### config.mk
export PLATFORM = sky130hd
export DESIGN_NAME = gpio_ports
export DESIGN_NICKNAME = d
export VERILOG_FILES = /design/src/gpio_pkg.sv /design/src/pin_sync.sv /design/src/gpio_ports.sv
export VERILOG_INCLUDE_DIRS = /design/src
export SDC_FILE = /design/constraint.sdc
export NUM_CORES = 1
export LEC_CHECK = 0
export ABC_AREA = 1
export BUFFER_PORTS_ARGS = -buffer_cell sky130_fd_sc_hd__buf_2
export CAP_MARGIN = 15
export CELL_PAD_IN_SITES_DETAIL_PLACEMENT = 1
export CELL_PAD_IN_SITES_GLOBAL_PLACEMENT = 2
export CORE_MARGIN = 2
export CORE_UTILIZATION = 33
export CTS_CLUSTER_SIZE = 14
export DETAILED_ROUTE_END_ITERATION = 7
export GPL_TIMING_DRIVEN = 0
export PLACE_DENSITY = 0.91
export SETUP_SLACK_MARGIN = 0.5
export SKIP_LAST_GASP = 1
export SYNTH_ARGS = -nofsm -noshare
export SYNTH_HDL_FRONTEND = slang
export SYNTH_HIERARCHICAL = 1
export SYNTH_SLANG_ARGS = --single-unit
### constraint.sdc
create_clock -name aclk -period 2.9 [get_ports aclk]
set_input_delay 0.29 -clock aclk [delete_from_list [all_inputs] [get_ports aclk]]
set_output_delay 0.29 -clock aclk [all_outputs]
set_load 0.05 [all_outputs]
### src/gpio_consts.svh
/*
 * Register indices, field positions, reset values and bus codes of the
 * port register block.
 * Assumes inclusion by bare name from the package and the design files.
 */
`ifndef GPIO_CONSTS_SVH
`define GPIO_CONSTS_SVH

// Register indices; byte address is four times the index
`define IDX_PORT_A_PIN_LATCH 5'h00
`define IDX_PORT_B_PIN_LATCH 5'h01
`define IDX_PORT_C_PIN_LATCH 5'h02
`define IDX_PORT_D_PIN_LATCH 5'h03
`define IDX_PORT_A_DIRECTION 5'h04
`define IDX_PORT_B_DIRECTION 5'h05
`define IDX_PORT_C_DIRECTION 5'h06
`define IDX_PORT_D_DIRECTION 5'h07
`define IDX_PORT_D_PIN_CONFIG 5'h0B
`define IDX_ANALOG_PORT_INPUT 5'h0C
`define IDX_PORT_C_PIN_CONFIG 5'h0E
`define IDX_CONVERTER_STATUS_CONTROL 5'h11

// Field positions
`define CONVERTER_ENABLE_BIT 5
`define ANALOG_PORT_WIDTH 4

// Reset values
`define RST_DIRECTION 8'h00
`define RST_PIN_CONFIG 8'h00
`define RST_CONVERTER_ENABLE 1'h0

// AXI responses
`define RESP_OKAY 2'h0
`define RESP_SLVERR 2'h2

`endif

### src/gpio_pkg.sv
/*
 * Types shared by the port register block.
 * Assumes gpio_consts.svh is on the include path.
 */
package gpio_pkg;
   `include "gpio_consts.svh"

   typedef logic [3:0][7:0] port_bytes_t;

   typedef struct packed {
      logic aw_held;
      logic [4:0] aw_idx;
      logic w_held;
      logic [31:0] w_data;
      logic w_lane0;
      logic bvalid;
      logic [1:0] bresp;
      logic rvalid;
      logic [31:0] rdata;
      logic [1:0] rresp;
      port_bytes_t latch;
      port_bytes_t dir;
      logic [7:0] keyboard_port_pin_mode;
      logic [7:0] config_port_pin_mode;
      logic converter_enable_bit;
   } gpio_state_t;
endpackage

### src/pin_sync.sv
/*
 * Three-stage input synchroniser with agreement filter.
 * Assumes pins are asynchronous to aclk; output changes only once
 * stages two and three agree.
 */
`timescale 1ns/100ps
`default_nettype none
module pin_sync #(
   parameter int WIDTH = 36
) (
   input wire logic aclk,
   input wire logic aresetn,
   input wire logic [WIDTH-1:0] pins_async,
   output logic [WIDTH-1:0] pins_sync
);
   typedef struct packed {
      logic [WIDTH-1:0] s1;
      logic [WIDTH-1:0] s2;
      logic [WIDTH-1:0] s3;
      logic [WIDTH-1:0] filt;
   } sync_state_t;

   sync_state_t s_q;
   sync_state_t s_d;

   always_comb begin
      s_d = s_q;
      s_d.s1 = pins_async;
      s_d.s2 = s_q.s1;
      s_d.s3 = s_q.s2;
      for (int i = 0; i < WIDTH; i++) begin
         if (s_q.s2[i] == s_q.s3[i]) begin
            s_d.filt[i] = s_q.s2[i];
         end
      end
      if (!aresetn) begin
         s_d = '0;
      end
   end

   always_ff @(posedge aclk) begin
      s_q <= s_d;
   end

   assign pins_sync = s_q.filt;
endmodule
`default_nettype wire

### src/gpio_ports.sv
/*
 * Port register block: four bidirectional byte ports, two with pin
 * mode registers, a four-pin input-only analogue-shared port and the
 * converter enable, all behind an AXI4-Lite slave.
 * Assumes pads resolve each pin from out/oe and apply pulls as told.
 */
`timescale 1ns/100ps
`default_nettype none
module gpio_ports
   import gpio_pkg::*;
#(
   parameter int ADDR_WIDTH = 8
) (
   input wire logic aclk,
   input wire logic aresetn,
   input wire logic [ADDR_WIDTH-1:0] awaddr,
   input wire logic [2:0] awprot,
   input wire logic awvalid,
   output logic awready,
   input wire logic [31:0] wdata,
   input wire logic [3:0] wstrb,
   input wire logic wvalid,
   output logic wready,
   output logic [1:0] bresp,
   output logic bvalid,
   input wire logic bready,
   input wire logic [ADDR_WIDTH-1:0] araddr,
   input wire logic [2:0] arprot,
   input wire logic arvalid,
   output logic arready,
   output logic [31:0] rdata,
   output logic [1:0] rresp,
   output logic rvalid,
   input wire logic rready,
   input wire logic [7:0] port_a_pins_in,
   output logic [7:0] port_a_pins_out,
   output logic [7:0] port_a_pins_oe,
   input wire logic [7:0] port_b_pins_in,
   output logic [7:0] port_b_pins_out,
   output logic [7:0] port_b_pins_oe,
   input wire logic [7:0] keyboard_port_pins_in,
   output logic [7:0] keyboard_port_pins_out,
   output logic [7:0] keyboard_port_pins_oe,
   output logic [7:0] keyboard_port_pullup_en,
   input wire logic [7:0] config_port_pins_in,
   output logic [7:0] config_port_pins_out,
   output logic [7:0] config_port_pins_oe,
   output logic [7:0] config_port_pullup_en,
   input wire logic [3:0] analog_shared_pins_in,
   output logic converter_enable
);
   gpio_state_t s_q;
   gpio_state_t s_d;
   logic [35:0] pins_sync;
   port_bytes_t pin_level;
   logic [3:0] analog_level;
   logic [4:0] ar_idx;
   logic ar_take;
   logic do_write;

   pin_sync #(
      .WIDTH(36)
   ) u_sync (
      .aclk(aclk),
      .aresetn(aresetn),
      .pins_async({analog_shared_pins_in, config_port_pins_in,
                   keyboard_port_pins_in, port_b_pins_in, port_a_pins_in}),
      .pins_sync(pins_sync)
   );

   assign pin_level = pins_sync[31:0];
   assign analog_level = pins_sync[35:32];

   function automatic logic [4:0] addr_idx(input logic [ADDR_WIDTH-1:0] a);
      addr_idx = a[6:2];
   endfunction

   function automatic logic idx_mapped(input logic [4:0] idx);
      idx_mapped = (idx <= `IDX_PORT_D_DIRECTION) ||
                   (idx == `IDX_PORT_D_PIN_CONFIG) ||
                   (idx == `IDX_ANALOG_PORT_INPUT) ||
                   (idx == `IDX_PORT_C_PIN_CONFIG) ||
                   (idx == `IDX_CONVERTER_STATUS_CONTROL);
   endfunction

   // Output pins read back the latch, inputs the pin
   function automatic logic [7:0] port_read(input logic [7:0] latch,
                                            input logic [7:0] dir,
                                            input logic [7:0] pin);
      port_read = (dir & latch) | (~dir & pin);
   endfunction

   assign awready = !s_q.aw_held;
   assign wready = !s_q.w_held;
   assign arready = !s_q.rvalid;
   assign ar_take = arvalid && arready;
   assign ar_idx = addr_idx(araddr);
   assign do_write = s_q.aw_held && s_q.w_held && !s_q.bvalid;

   always_comb begin
      s_d = s_q;
      if (awvalid && awready) begin
         s_d.aw_held = 1'b1;
         s_d.aw_idx = addr_idx(awaddr);
      end
      if (wvalid && wready) begin
         s_d.w_held = 1'b1;
         s_d.w_data = wdata;
         s_d.w_lane0 = wstrb[0];
      end
      if (s_q.bvalid && bready) begin
         s_d.bvalid = 1'b0;
      end
      if (do_write) begin
         s_d.aw_held = 1'b0;
         s_d.w_held = 1'b0;
         s_d.bvalid = 1'b1;
         s_d.bresp = idx_mapped(s_q.aw_idx) ? `RESP_OKAY : `RESP_SLVERR;
         if (s_q.w_lane0) begin
            unique case (s_q.aw_idx)
               `IDX_PORT_A_PIN_LATCH, `IDX_PORT_B_PIN_LATCH,
               `IDX_PORT_C_PIN_LATCH, `IDX_PORT_D_PIN_LATCH: begin
                  s_d.latch[s_q.aw_idx[1:0]] = s_q.w_data[7:0];
               end
               `IDX_PORT_A_DIRECTION, `IDX_PORT_B_DIRECTION,
               `IDX_PORT_C_DIRECTION, `IDX_PORT_D_DIRECTION: begin
                  s_d.dir[s_q.aw_idx[1:0]] = s_q.w_data[7:0];
               end
               `IDX_PORT_D_PIN_CONFIG: begin
                  s_d.config_port_pin_mode = s_q.w_data[7:0];
               end
               `IDX_PORT_C_PIN_CONFIG: begin
                  s_d.keyboard_port_pin_mode = s_q.w_data[7:0];
               end
               `IDX_CONVERTER_STATUS_CONTROL: begin
                  s_d.converter_enable_bit = s_q.w_data[`CONVERTER_ENABLE_BIT];
               end
               default: begin
               end
            endcase
         end
      end
      if (s_q.rvalid && rready) begin
         s_d.rvalid = 1'b0;
      end
      if (ar_take) begin
         s_d.rvalid = 1'b1;
         s_d.rdata = 32'h0000_0000;
         s_d.rresp = idx_mapped(ar_idx) ? `RESP_OKAY : `RESP_SLVERR;
         unique case (ar_idx)
            `IDX_PORT_A_PIN_LATCH, `IDX_PORT_B_PIN_LATCH,
            `IDX_PORT_C_PIN_LATCH, `IDX_PORT_D_PIN_LATCH: begin
               s_d.rdata[7:0] = port_read(s_q.latch[ar_idx[1:0]],
                                          s_q.dir[ar_idx[1:0]],
                                          pin_level[ar_idx[1:0]]);
            end
            `IDX_PORT_A_DIRECTION, `IDX_PORT_B_DIRECTION,
            `IDX_PORT_C_DIRECTION, `IDX_PORT_D_DIRECTION: begin
               s_d.rdata[7:0] = s_q.dir[ar_idx[1:0]];
            end
            `IDX_PORT_D_PIN_CONFIG: begin
               s_d.rdata[7:0] = s_q.config_port_pin_mode;
            end
            `IDX_ANALOG_PORT_INPUT: begin
               // Readable whatever the converter is doing
               s_d.rdata[`ANALOG_PORT_WIDTH-1:0] = analog_level;
            end
            `IDX_PORT_C_PIN_CONFIG: begin
               s_d.rdata[7:0] = s_q.keyboard_port_pin_mode;
            end
            `IDX_CONVERTER_STATUS_CONTROL: begin
               s_d.rdata[`CONVERTER_ENABLE_BIT] = s_q.converter_enable_bit;
            end
            default: begin
            end
         endcase
      end
      if (!aresetn) begin
         // Latches keep their contents through reset
         s_d.aw_held = 1'b0;
         s_d.aw_idx = 5'h00;
         s_d.w_held = 1'b0;
         s_d.w_data = 32'h0000_0000;
         s_d.w_lane0 = 1'b0;
         s_d.bvalid = 1'b0;
         s_d.bresp = `RESP_OKAY;
         s_d.rvalid = 1'b0;
         s_d.rdata = 32'h0000_0000;
         s_d.rresp = `RESP_OKAY;
         s_d.latch = s_q.latch;
         s_d.dir = {4{`RST_DIRECTION}};
         s_d.keyboard_port_pin_mode = `RST_PIN_CONFIG;
         s_d.config_port_pin_mode = `RST_PIN_CONFIG;
         s_d.converter_enable_bit = `RST_CONVERTER_ENABLE;
      end
   end

   always_ff @(posedge aclk) begin
      s_q <= s_d;
   end

   assign bvalid = s_q.bvalid;
   assign bresp = s_q.bresp;
   assign rvalid = s_q.rvalid;
   assign rdata = s_q.rdata;
   assign rresp = s_q.rresp;

   // Latch drives only when the pin is an output; masked to avoid unknowns
   assign port_a_pins_out = s_q.latch[0] & s_q.dir[0];
   assign port_a_pins_oe = s_q.dir[0];
   assign port_b_pins_out = s_q.latch[1] & s_q.dir[1];
   assign port_b_pins_oe = s_q.dir[1];

   // Mode-configurable ports; pins carry no other function
   genvar g;
   generate
      for (g = 0; g < 8; g++) begin : g_pin
         always_comb begin
            keyboard_port_pins_out[g] = 1'b0;
            keyboard_port_pins_oe[g] = 1'b0;
            if (s_q.dir[2][g]) begin
               keyboard_port_pins_out[g] = s_q.latch[2][g] &
                                           !s_q.keyboard_port_pin_mode[g];
               keyboard_port_pins_oe[g] = !(s_q.keyboard_port_pin_mode[g] &&
                                            s_q.latch[2][g]);
            end
         end
         always_comb begin
            config_port_pins_out[g] = 1'b0;
            config_port_pins_oe[g] = 1'b0;
            if (s_q.dir[3][g]) begin
               if (s_q.config_port_pin_mode[g]) begin
                  // Open drain: pull low or release
                  config_port_pins_out[g] = 1'b0;
                  config_port_pins_oe[g] = !s_q.latch[3][g];
               end else begin
                  config_port_pins_out[g] = s_q.latch[3][g];
                  config_port_pins_oe[g] = 1'b1;
               end
            end
         end
      end
   endgenerate

   assign keyboard_port_pullup_en = ~s_q.dir[2] & ~s_q.keyboard_port_pin_mode;
   assign config_port_pullup_en = ~s_q.dir[3] & ~s_q.config_port_pin_mode;
   // Hands the shared pins to the converter
   assign converter_enable = s_q.converter_enable_bit;

   AST_RESET_CONFIG: assert property (@(posedge aclk)
      !aresetn |=> (s_q.dir[3] == 8'h00) &&
         (config_port_pullup_en == 8'hFF) && (config_port_pins_oe == 8'h00))
      else $error("configurable port not cleared by reset");

   AST_RESET_DIRS: assert property (@(posedge aclk)
      !aresetn |=> (port_a_pins_oe == 8'h00) && (port_b_pins_oe == 8'h00) &&
         (keyboard_port_pins_oe == 8'h00))
      else $error("direction registers not cleared by reset");

   AST_RESET_MODES: assert property (@(posedge aclk)
      !aresetn |=> (keyboard_port_pullup_en == 8'hFF) && !converter_enable)
      else $error("pin mode registers not cleared by reset");

   AST_INPUT_UNDRIVEN: assert property (@(posedge aclk) disable iff (!aresetn)
      ((config_port_pins_oe & ~s_q.dir[3]) == 8'h00) &&
         ((port_a_pins_oe ^ s_q.dir[0]) == 8'h00))
      else $error("input pin driven");

   AST_OPEN_DRAIN: assert property (@(posedge aclk) disable iff (!aresetn)
      ((config_port_pins_oe & config_port_pins_out &
        s_q.config_port_pin_mode) == 8'h00) &&
         ((s_q.dir[3] & s_q.config_port_pin_mode & ~s_q.latch[3] &
           ~config_port_pins_oe) == 8'h00))
      else $error("open-drain pin drove high or failed to pull low");

   AST_PUSH_PULL: assert property (@(posedge aclk) disable iff (!aresetn)
      ((s_q.dir[3] & ~s_q.config_port_pin_mode &
        (~config_port_pins_oe | (config_port_pins_out ^ s_q.latch[3]))) == 8'h00))
      else $error("push-pull pin does not follow latch");

   AST_LATCH_WRITE: assert property (@(posedge aclk) disable iff (!aresetn)
      do_write && s_q.w_lane0 && (s_q.aw_idx == `IDX_PORT_D_PIN_LATCH)
         |=> s_q.latch[3] == $past(s_q.w_data[7:0]))
      else $error("latch write lost");

   AST_READ_OUTPUT: assert property (@(posedge aclk) disable iff (!aresetn)
      ar_take && (ar_idx == `IDX_PORT_D_PIN_LATCH) && (s_q.dir[3] == 8'hFF)
         |=> rvalid && (rdata == {24'h000000, $past(s_q.latch[3])}))
      else $error("output pin read did not return latch");

   AST_ANALOG_READ: assert property (@(posedge aclk) disable iff (!aresetn)
      ar_take && (ar_idx == `IDX_ANALOG_PORT_INPUT)
         |=> rvalid && (rdata[31:4] == 28'h0000000) && (rresp == `RESP_OKAY))
      else $error("analogue port read malformed");

   AST_CONV_ENABLE: assert property (@(posedge aclk) disable iff (!aresetn)
      do_write && s_q.w_lane0 && (s_q.aw_idx == `IDX_CONVERTER_STATUS_CONTROL)
         |=> converter_enable == $past(s_q.w_data[5]))
      else $error("converter enable not written");

   AST_KEYBOARD_MODES: assert property (@(posedge aclk) disable iff (!aresetn)
      ((keyboard_port_pins_oe & keyboard_port_pins_out &
        s_q.keyboard_port_pin_mode) == 8'h00) &&
         ((s_q.dir[2] & ~s_q.keyboard_port_pin_mode & ~keyboard_port_pins_oe) == 8'h00))
      else $error("keyboard port pin mode not obeyed");

   AST_PULLUP_INPUTS: assert property (@(posedge aclk) disable iff (!aresetn)
      ((config_port_pullup_en & config_port_pins_oe) == 8'h00) &&
         ((keyboard_port_pullup_en & keyboard_port_pins_oe) == 8'h00))
      else $error("pull-up enabled on a driven pin");

   AST_DIR_WRITE: assert property (@(posedge aclk) disable iff (!aresetn)
      do_write && s_q.w_lane0 && (s_q.aw_idx == `IDX_PORT_A_DIRECTION)
         |=> port_a_pins_oe == $past(s_q.w_data[7:0]))
      else $error("direction write did not set pin enables");

   AST_STROBE_OFF: assert property (@(posedge aclk) disable iff (!aresetn)
      do_write && !s_q.w_lane0 |=> $stable(s_q.dir))
      else $error("write without byte lane changed a direction");

   AST_READ_INPUT: assert property (@(posedge aclk) disable iff (!aresetn)
      ar_take && (ar_idx == `IDX_PORT_A_PIN_LATCH) && (s_q.dir[0] == 8'h00)
         |=> rvalid && (rdata == {24'h000000, $past(pin_level[0])}))
      else $error("input pin read did not return pin level");

   AST_ANALOG_LEVEL: assert property (@(posedge aclk) disable iff (!aresetn)
      ar_take && (ar_idx == `IDX_ANALOG_PORT_INPUT)
         |=> rdata[`ANALOG_PORT_WIDTH-1:0] == $past(analog_level))
      else $error("analogue port read did not return pin level");
endmodule
`default_nettype wire

==> flow_metrics.env <==
export IMPL_finalHoldViolCount=0
export IMPL_wl_per_cell_um=16.1
export IMPL_antenna_found_initial=1
export IMPL_ys_ff_latch=253
export IMPL_nNetsFinal=1709
export IMPL_power_mw=7.89
export IMPL_timing_fmax_ghz=0.455
export IMPL_fin_crit_sh_pct=75.8
export IMPL_r2r_slack_ns=0.70
export IMPL_cap_violations=0
export IMPL_clock_sinks=253
export IMPL_path_clk_slew_ns=0.06
export IMPL_worstSetupPathType="reg2reg"
export IMPL_worstHoldEndpoint="s_q[156]$_SDFFE_PN0P_"
export IMPL_grt_overflow=0
export IMPL_arrival_ns=2.34
export IMPL_first_pass_iters=5
export IMPL_portBuffers=155
export IMPL_netlist_instances=1352
export IMPL_rsz0062_at_grt="false"
export IMPL_r2r_start="s_q[158]$_SDFFE_PP0P_"
export IMPL_routed_wl_mm=32.6
export IMPL_total_leakage_power_nw=6.79
export IMPL_hp_class="in2reg"
export IMPL_rows=65
export IMPL_reg2reg_to="s_q[53]$_DFFE_PP_"
export IMPL_yosysSeqAreaShare_pct=51.5
export IMPL_start_util_pct=33.3
export IMPL_clk_path_buf_depth=3
export IMPL_synth_compound_area_share_pct=11.2
export IMPL_synth_area_leaders="dfxtp_1, nand2_1, edfxtp_1"
export IMPL_status="completed"
export IMPL_synth_top_flop_cell="dfxtp_1"
export IMPL_final_layout_size_suffix_gt1_share_pct=21.9
export IMPL_yosysTopAreaCell="dfxtp_1"
export IMPL_nFillCells=3917
export IMPL_skew_ns=0.0278
export IMPL_syn_avg_cell_area_um2=7.73
export IMPL_synth_simple_area_share_pct=20.9
export IMPL_synth_common_cells="nand2_1, dfxtp_1, inv_1"
export IMPL_crit_fanout=8
export IMPL_synthAdderAreaFrac_pct=0
export IMPL_syn_cell_area_um2=10500
export IMPL_synth_edf_count=32
export IMPL_setup_tns_ns=0
export IMPL_root_buffer="clkbuf_16"
export IMPL_synth_warnings=6
export IMPL_cts_max_level=1
export IMPL_hold_start="awaddr[5]"
export IMPL_clk_latency_ns=0.55
export IMPL_maxSlewViolCount=0
export IMPL_place_congestion=0.854
export IMPL_synth_top_area_share_pct=42.3
export IMPL_startpoint_type="flop"
export IMPL_grt_max_degree=15
export IMPL_area_growth_pct=26.5
export IMPL_grt_pass1_vias=9639
export IMPL_synth_top_family_by_area="simple AND/OR/NAND/NOR gates"
export IMPL_period_minus_slack_ns=2.20
export IMPL_grtUsageTotal_pct=19.6
export IMPL_multi_input_area_um2=3450
export IMPL_cts_tree="yes"
export IMPL_synthMuxAreaShare_pct=0
export IMPL_grt_pass1_wl_mm=50.9
export IMPL_core_um2=31400
export IMPL_critPathCaptureType="flop"
export IMPL_die_w_um=182
export IMPL_io_pins=223
export IMPL_vdd_drop_max_uv=463
export IMPL_required_ns=3.04
export IMPL_power_density_nw_per_um2=597
export IMPL_postRouteAntennaNets=0
export IMPL_worst_pin_slew_ns=1.04
export IMPL_post_synth_xor_area_fraction_pct=0
export IMPL_drc=0
export IMPL_seq_area_um2=5390
export IMPL_synthDistinctLibCells=31
export IMPL_async_flop_share_pct=0
export IMPL_die_h_um=182
export IMPL_die_area_um2=33100
export IMPL_setup_viol=0
export IMPL_reg2reg_depth=4
export IMPL_relSlewSlack_pct=30.3
export IMPL_routed_via_count=9267
export IMPL_numCtsBuffers=27
export IMPL_dp_hpwl_mm=24.2
export IMPL_drtIter0Drc=495
export IMPL_yosysMostFrequentCell="nand2_1"
export IMPL_holdPathStages=3
export IMPL_vias_per_cell=4.57
[worst max-delay path by stage]
stage	slack, ns	depth (start not counted)	to	from
2_1_floorplan	0.88	5	s_q[65]$_DFFE_PP_	bvalid$_SDFFE_PN0P_
3_3_place_gp	0.15	5	s_q[67]$_DFFE_PP_	aresetn
3_5_place_dp	0.42	5	s_q[57]$_DFFE_PP_	aresetn
4_1_cts	0.63	4	s_q[61]$_DFFE_PP_	s_q[152]$_SDFFE_PP0P_
5_1_grt	0.53	4	s_q[56]$_DFFE_PP_	s_q[158]$_SDFFE_PP0P_
6_report	0.70	4	s_q[53]$_DFFE_PP_	s_q[158]$_SDFFE_PP0P_
[metal layers]
layer	vias up	GRT usage [%]	wire length, um
met5	-	0	0
li1	4598	-	-
met3	51	2.63	1730
met2	241	35.6	16100
met1	4377	23.9	13900
met4	0	5.97	839
[registers in the layout, indices dropped and copies added, names as in the netlist, 8 cells and up]
register          cells
u_sync/s_q          108
port_b_pins_oe        8
rdata                 8
port_a_pins_oe        8
s_q                  80
u_sync/pins_sync     36
[placed cells by master, fill, tap and decap left out, types with 2 or more instances in the layout]
cell / n
conb_1: 26
edfxtp_1: 32
nand3_1: 22
a22oi_1: 7
buf_2: 171
clkbuf_1: 12
nor3_1: 17
bufinv_16: 4
clkinvlp_4: 4
a21oi_1: 94
buf_6: 6
inv_1: 200
dlygate4sd3_1: 47
clkbuf_8: 2
clkbuf_16: 27
o21ai_0: 114
o22ai_1: 9
inv_6: 2
nand3b_1: 4
clkinv_2: 3
nand4_1: 10
clkinv_1: 3
inv_2: 14
nor2_2: 3
nor2_4: 3
or2_2: 3
nor2_1: 178
buf_4: 94
dfxtp_1: 221
nand2_2: 14
nand2_1: 271
[power breakdown]
part | switching [mW] | internal [mW] | total [mW]
sequential | 0.0799 | 3.64 | 3.72
clock | 1.44 | 2.12 | 3.56
combinational | 0.395 | 0.216 | 0.611
[cell type report]
class | instances | share of cell area (%)
Buffer | 126 | 6.82
Tap cell | 402 | 3.80
Multi-Input combinational cell | 782 | 26.1
Clock inverter | 16 | 1.52
Sequential cell | 253 | 40.7
Antenna cell | 1 | 0.0189
Inverter | 216 | 6.13
Timing Repair Buffer | 202 | 9.43
Clock buffer | 32 | 5.40
[metrics by stage]
| stage | std cells | utilization (%) | cell area (um2) | setup WS (ns) | hold slack, ns |
|---|---|---|---|---|---|
| detailed placement | 1934 | 37.7 | 11800 | 0.425 | 0.401 |
| global route | 2030 | 42.1 | 13200 | 0.531 | 0.0464 |
| global placement | 1934 | 37.7 | 11800 | 0.151 | 0.399 |
| finish | 2030 | 42.1 | 13200 | 0.702 | 0.0429 |
| floorplan | 1377 | - | 10500 | 0.883 | 0.384 |
| CTS | 2029 | 42.1 | 13200 | 0.629 | 0.0124 |
[critical path: stages (launching register included)]
cell	delay [ns]
dfxtp_1	0.39
nand3_1	0.16
nor2_1	0.15
nand4_1	0.23
nor2_1	0.86
[cell families (layout without fill, tap and decap cells)]
family,Yosys count,after routing
compound gates,226,226
buf+inv,342,592
flops,253,253
other cells,1,27
simple gates,530,530
[repair_timing]
action / 4_1_cts / 5_1_grt
resized for setup: 0 / 1
buffers inserted: 0 / 0
hold endpoints to repair: 47 / 0
hold buffers: 47 / 0
setup endpoints to repair: 0 / 8
Note: power is estimated with default switching activity, not from simulation.
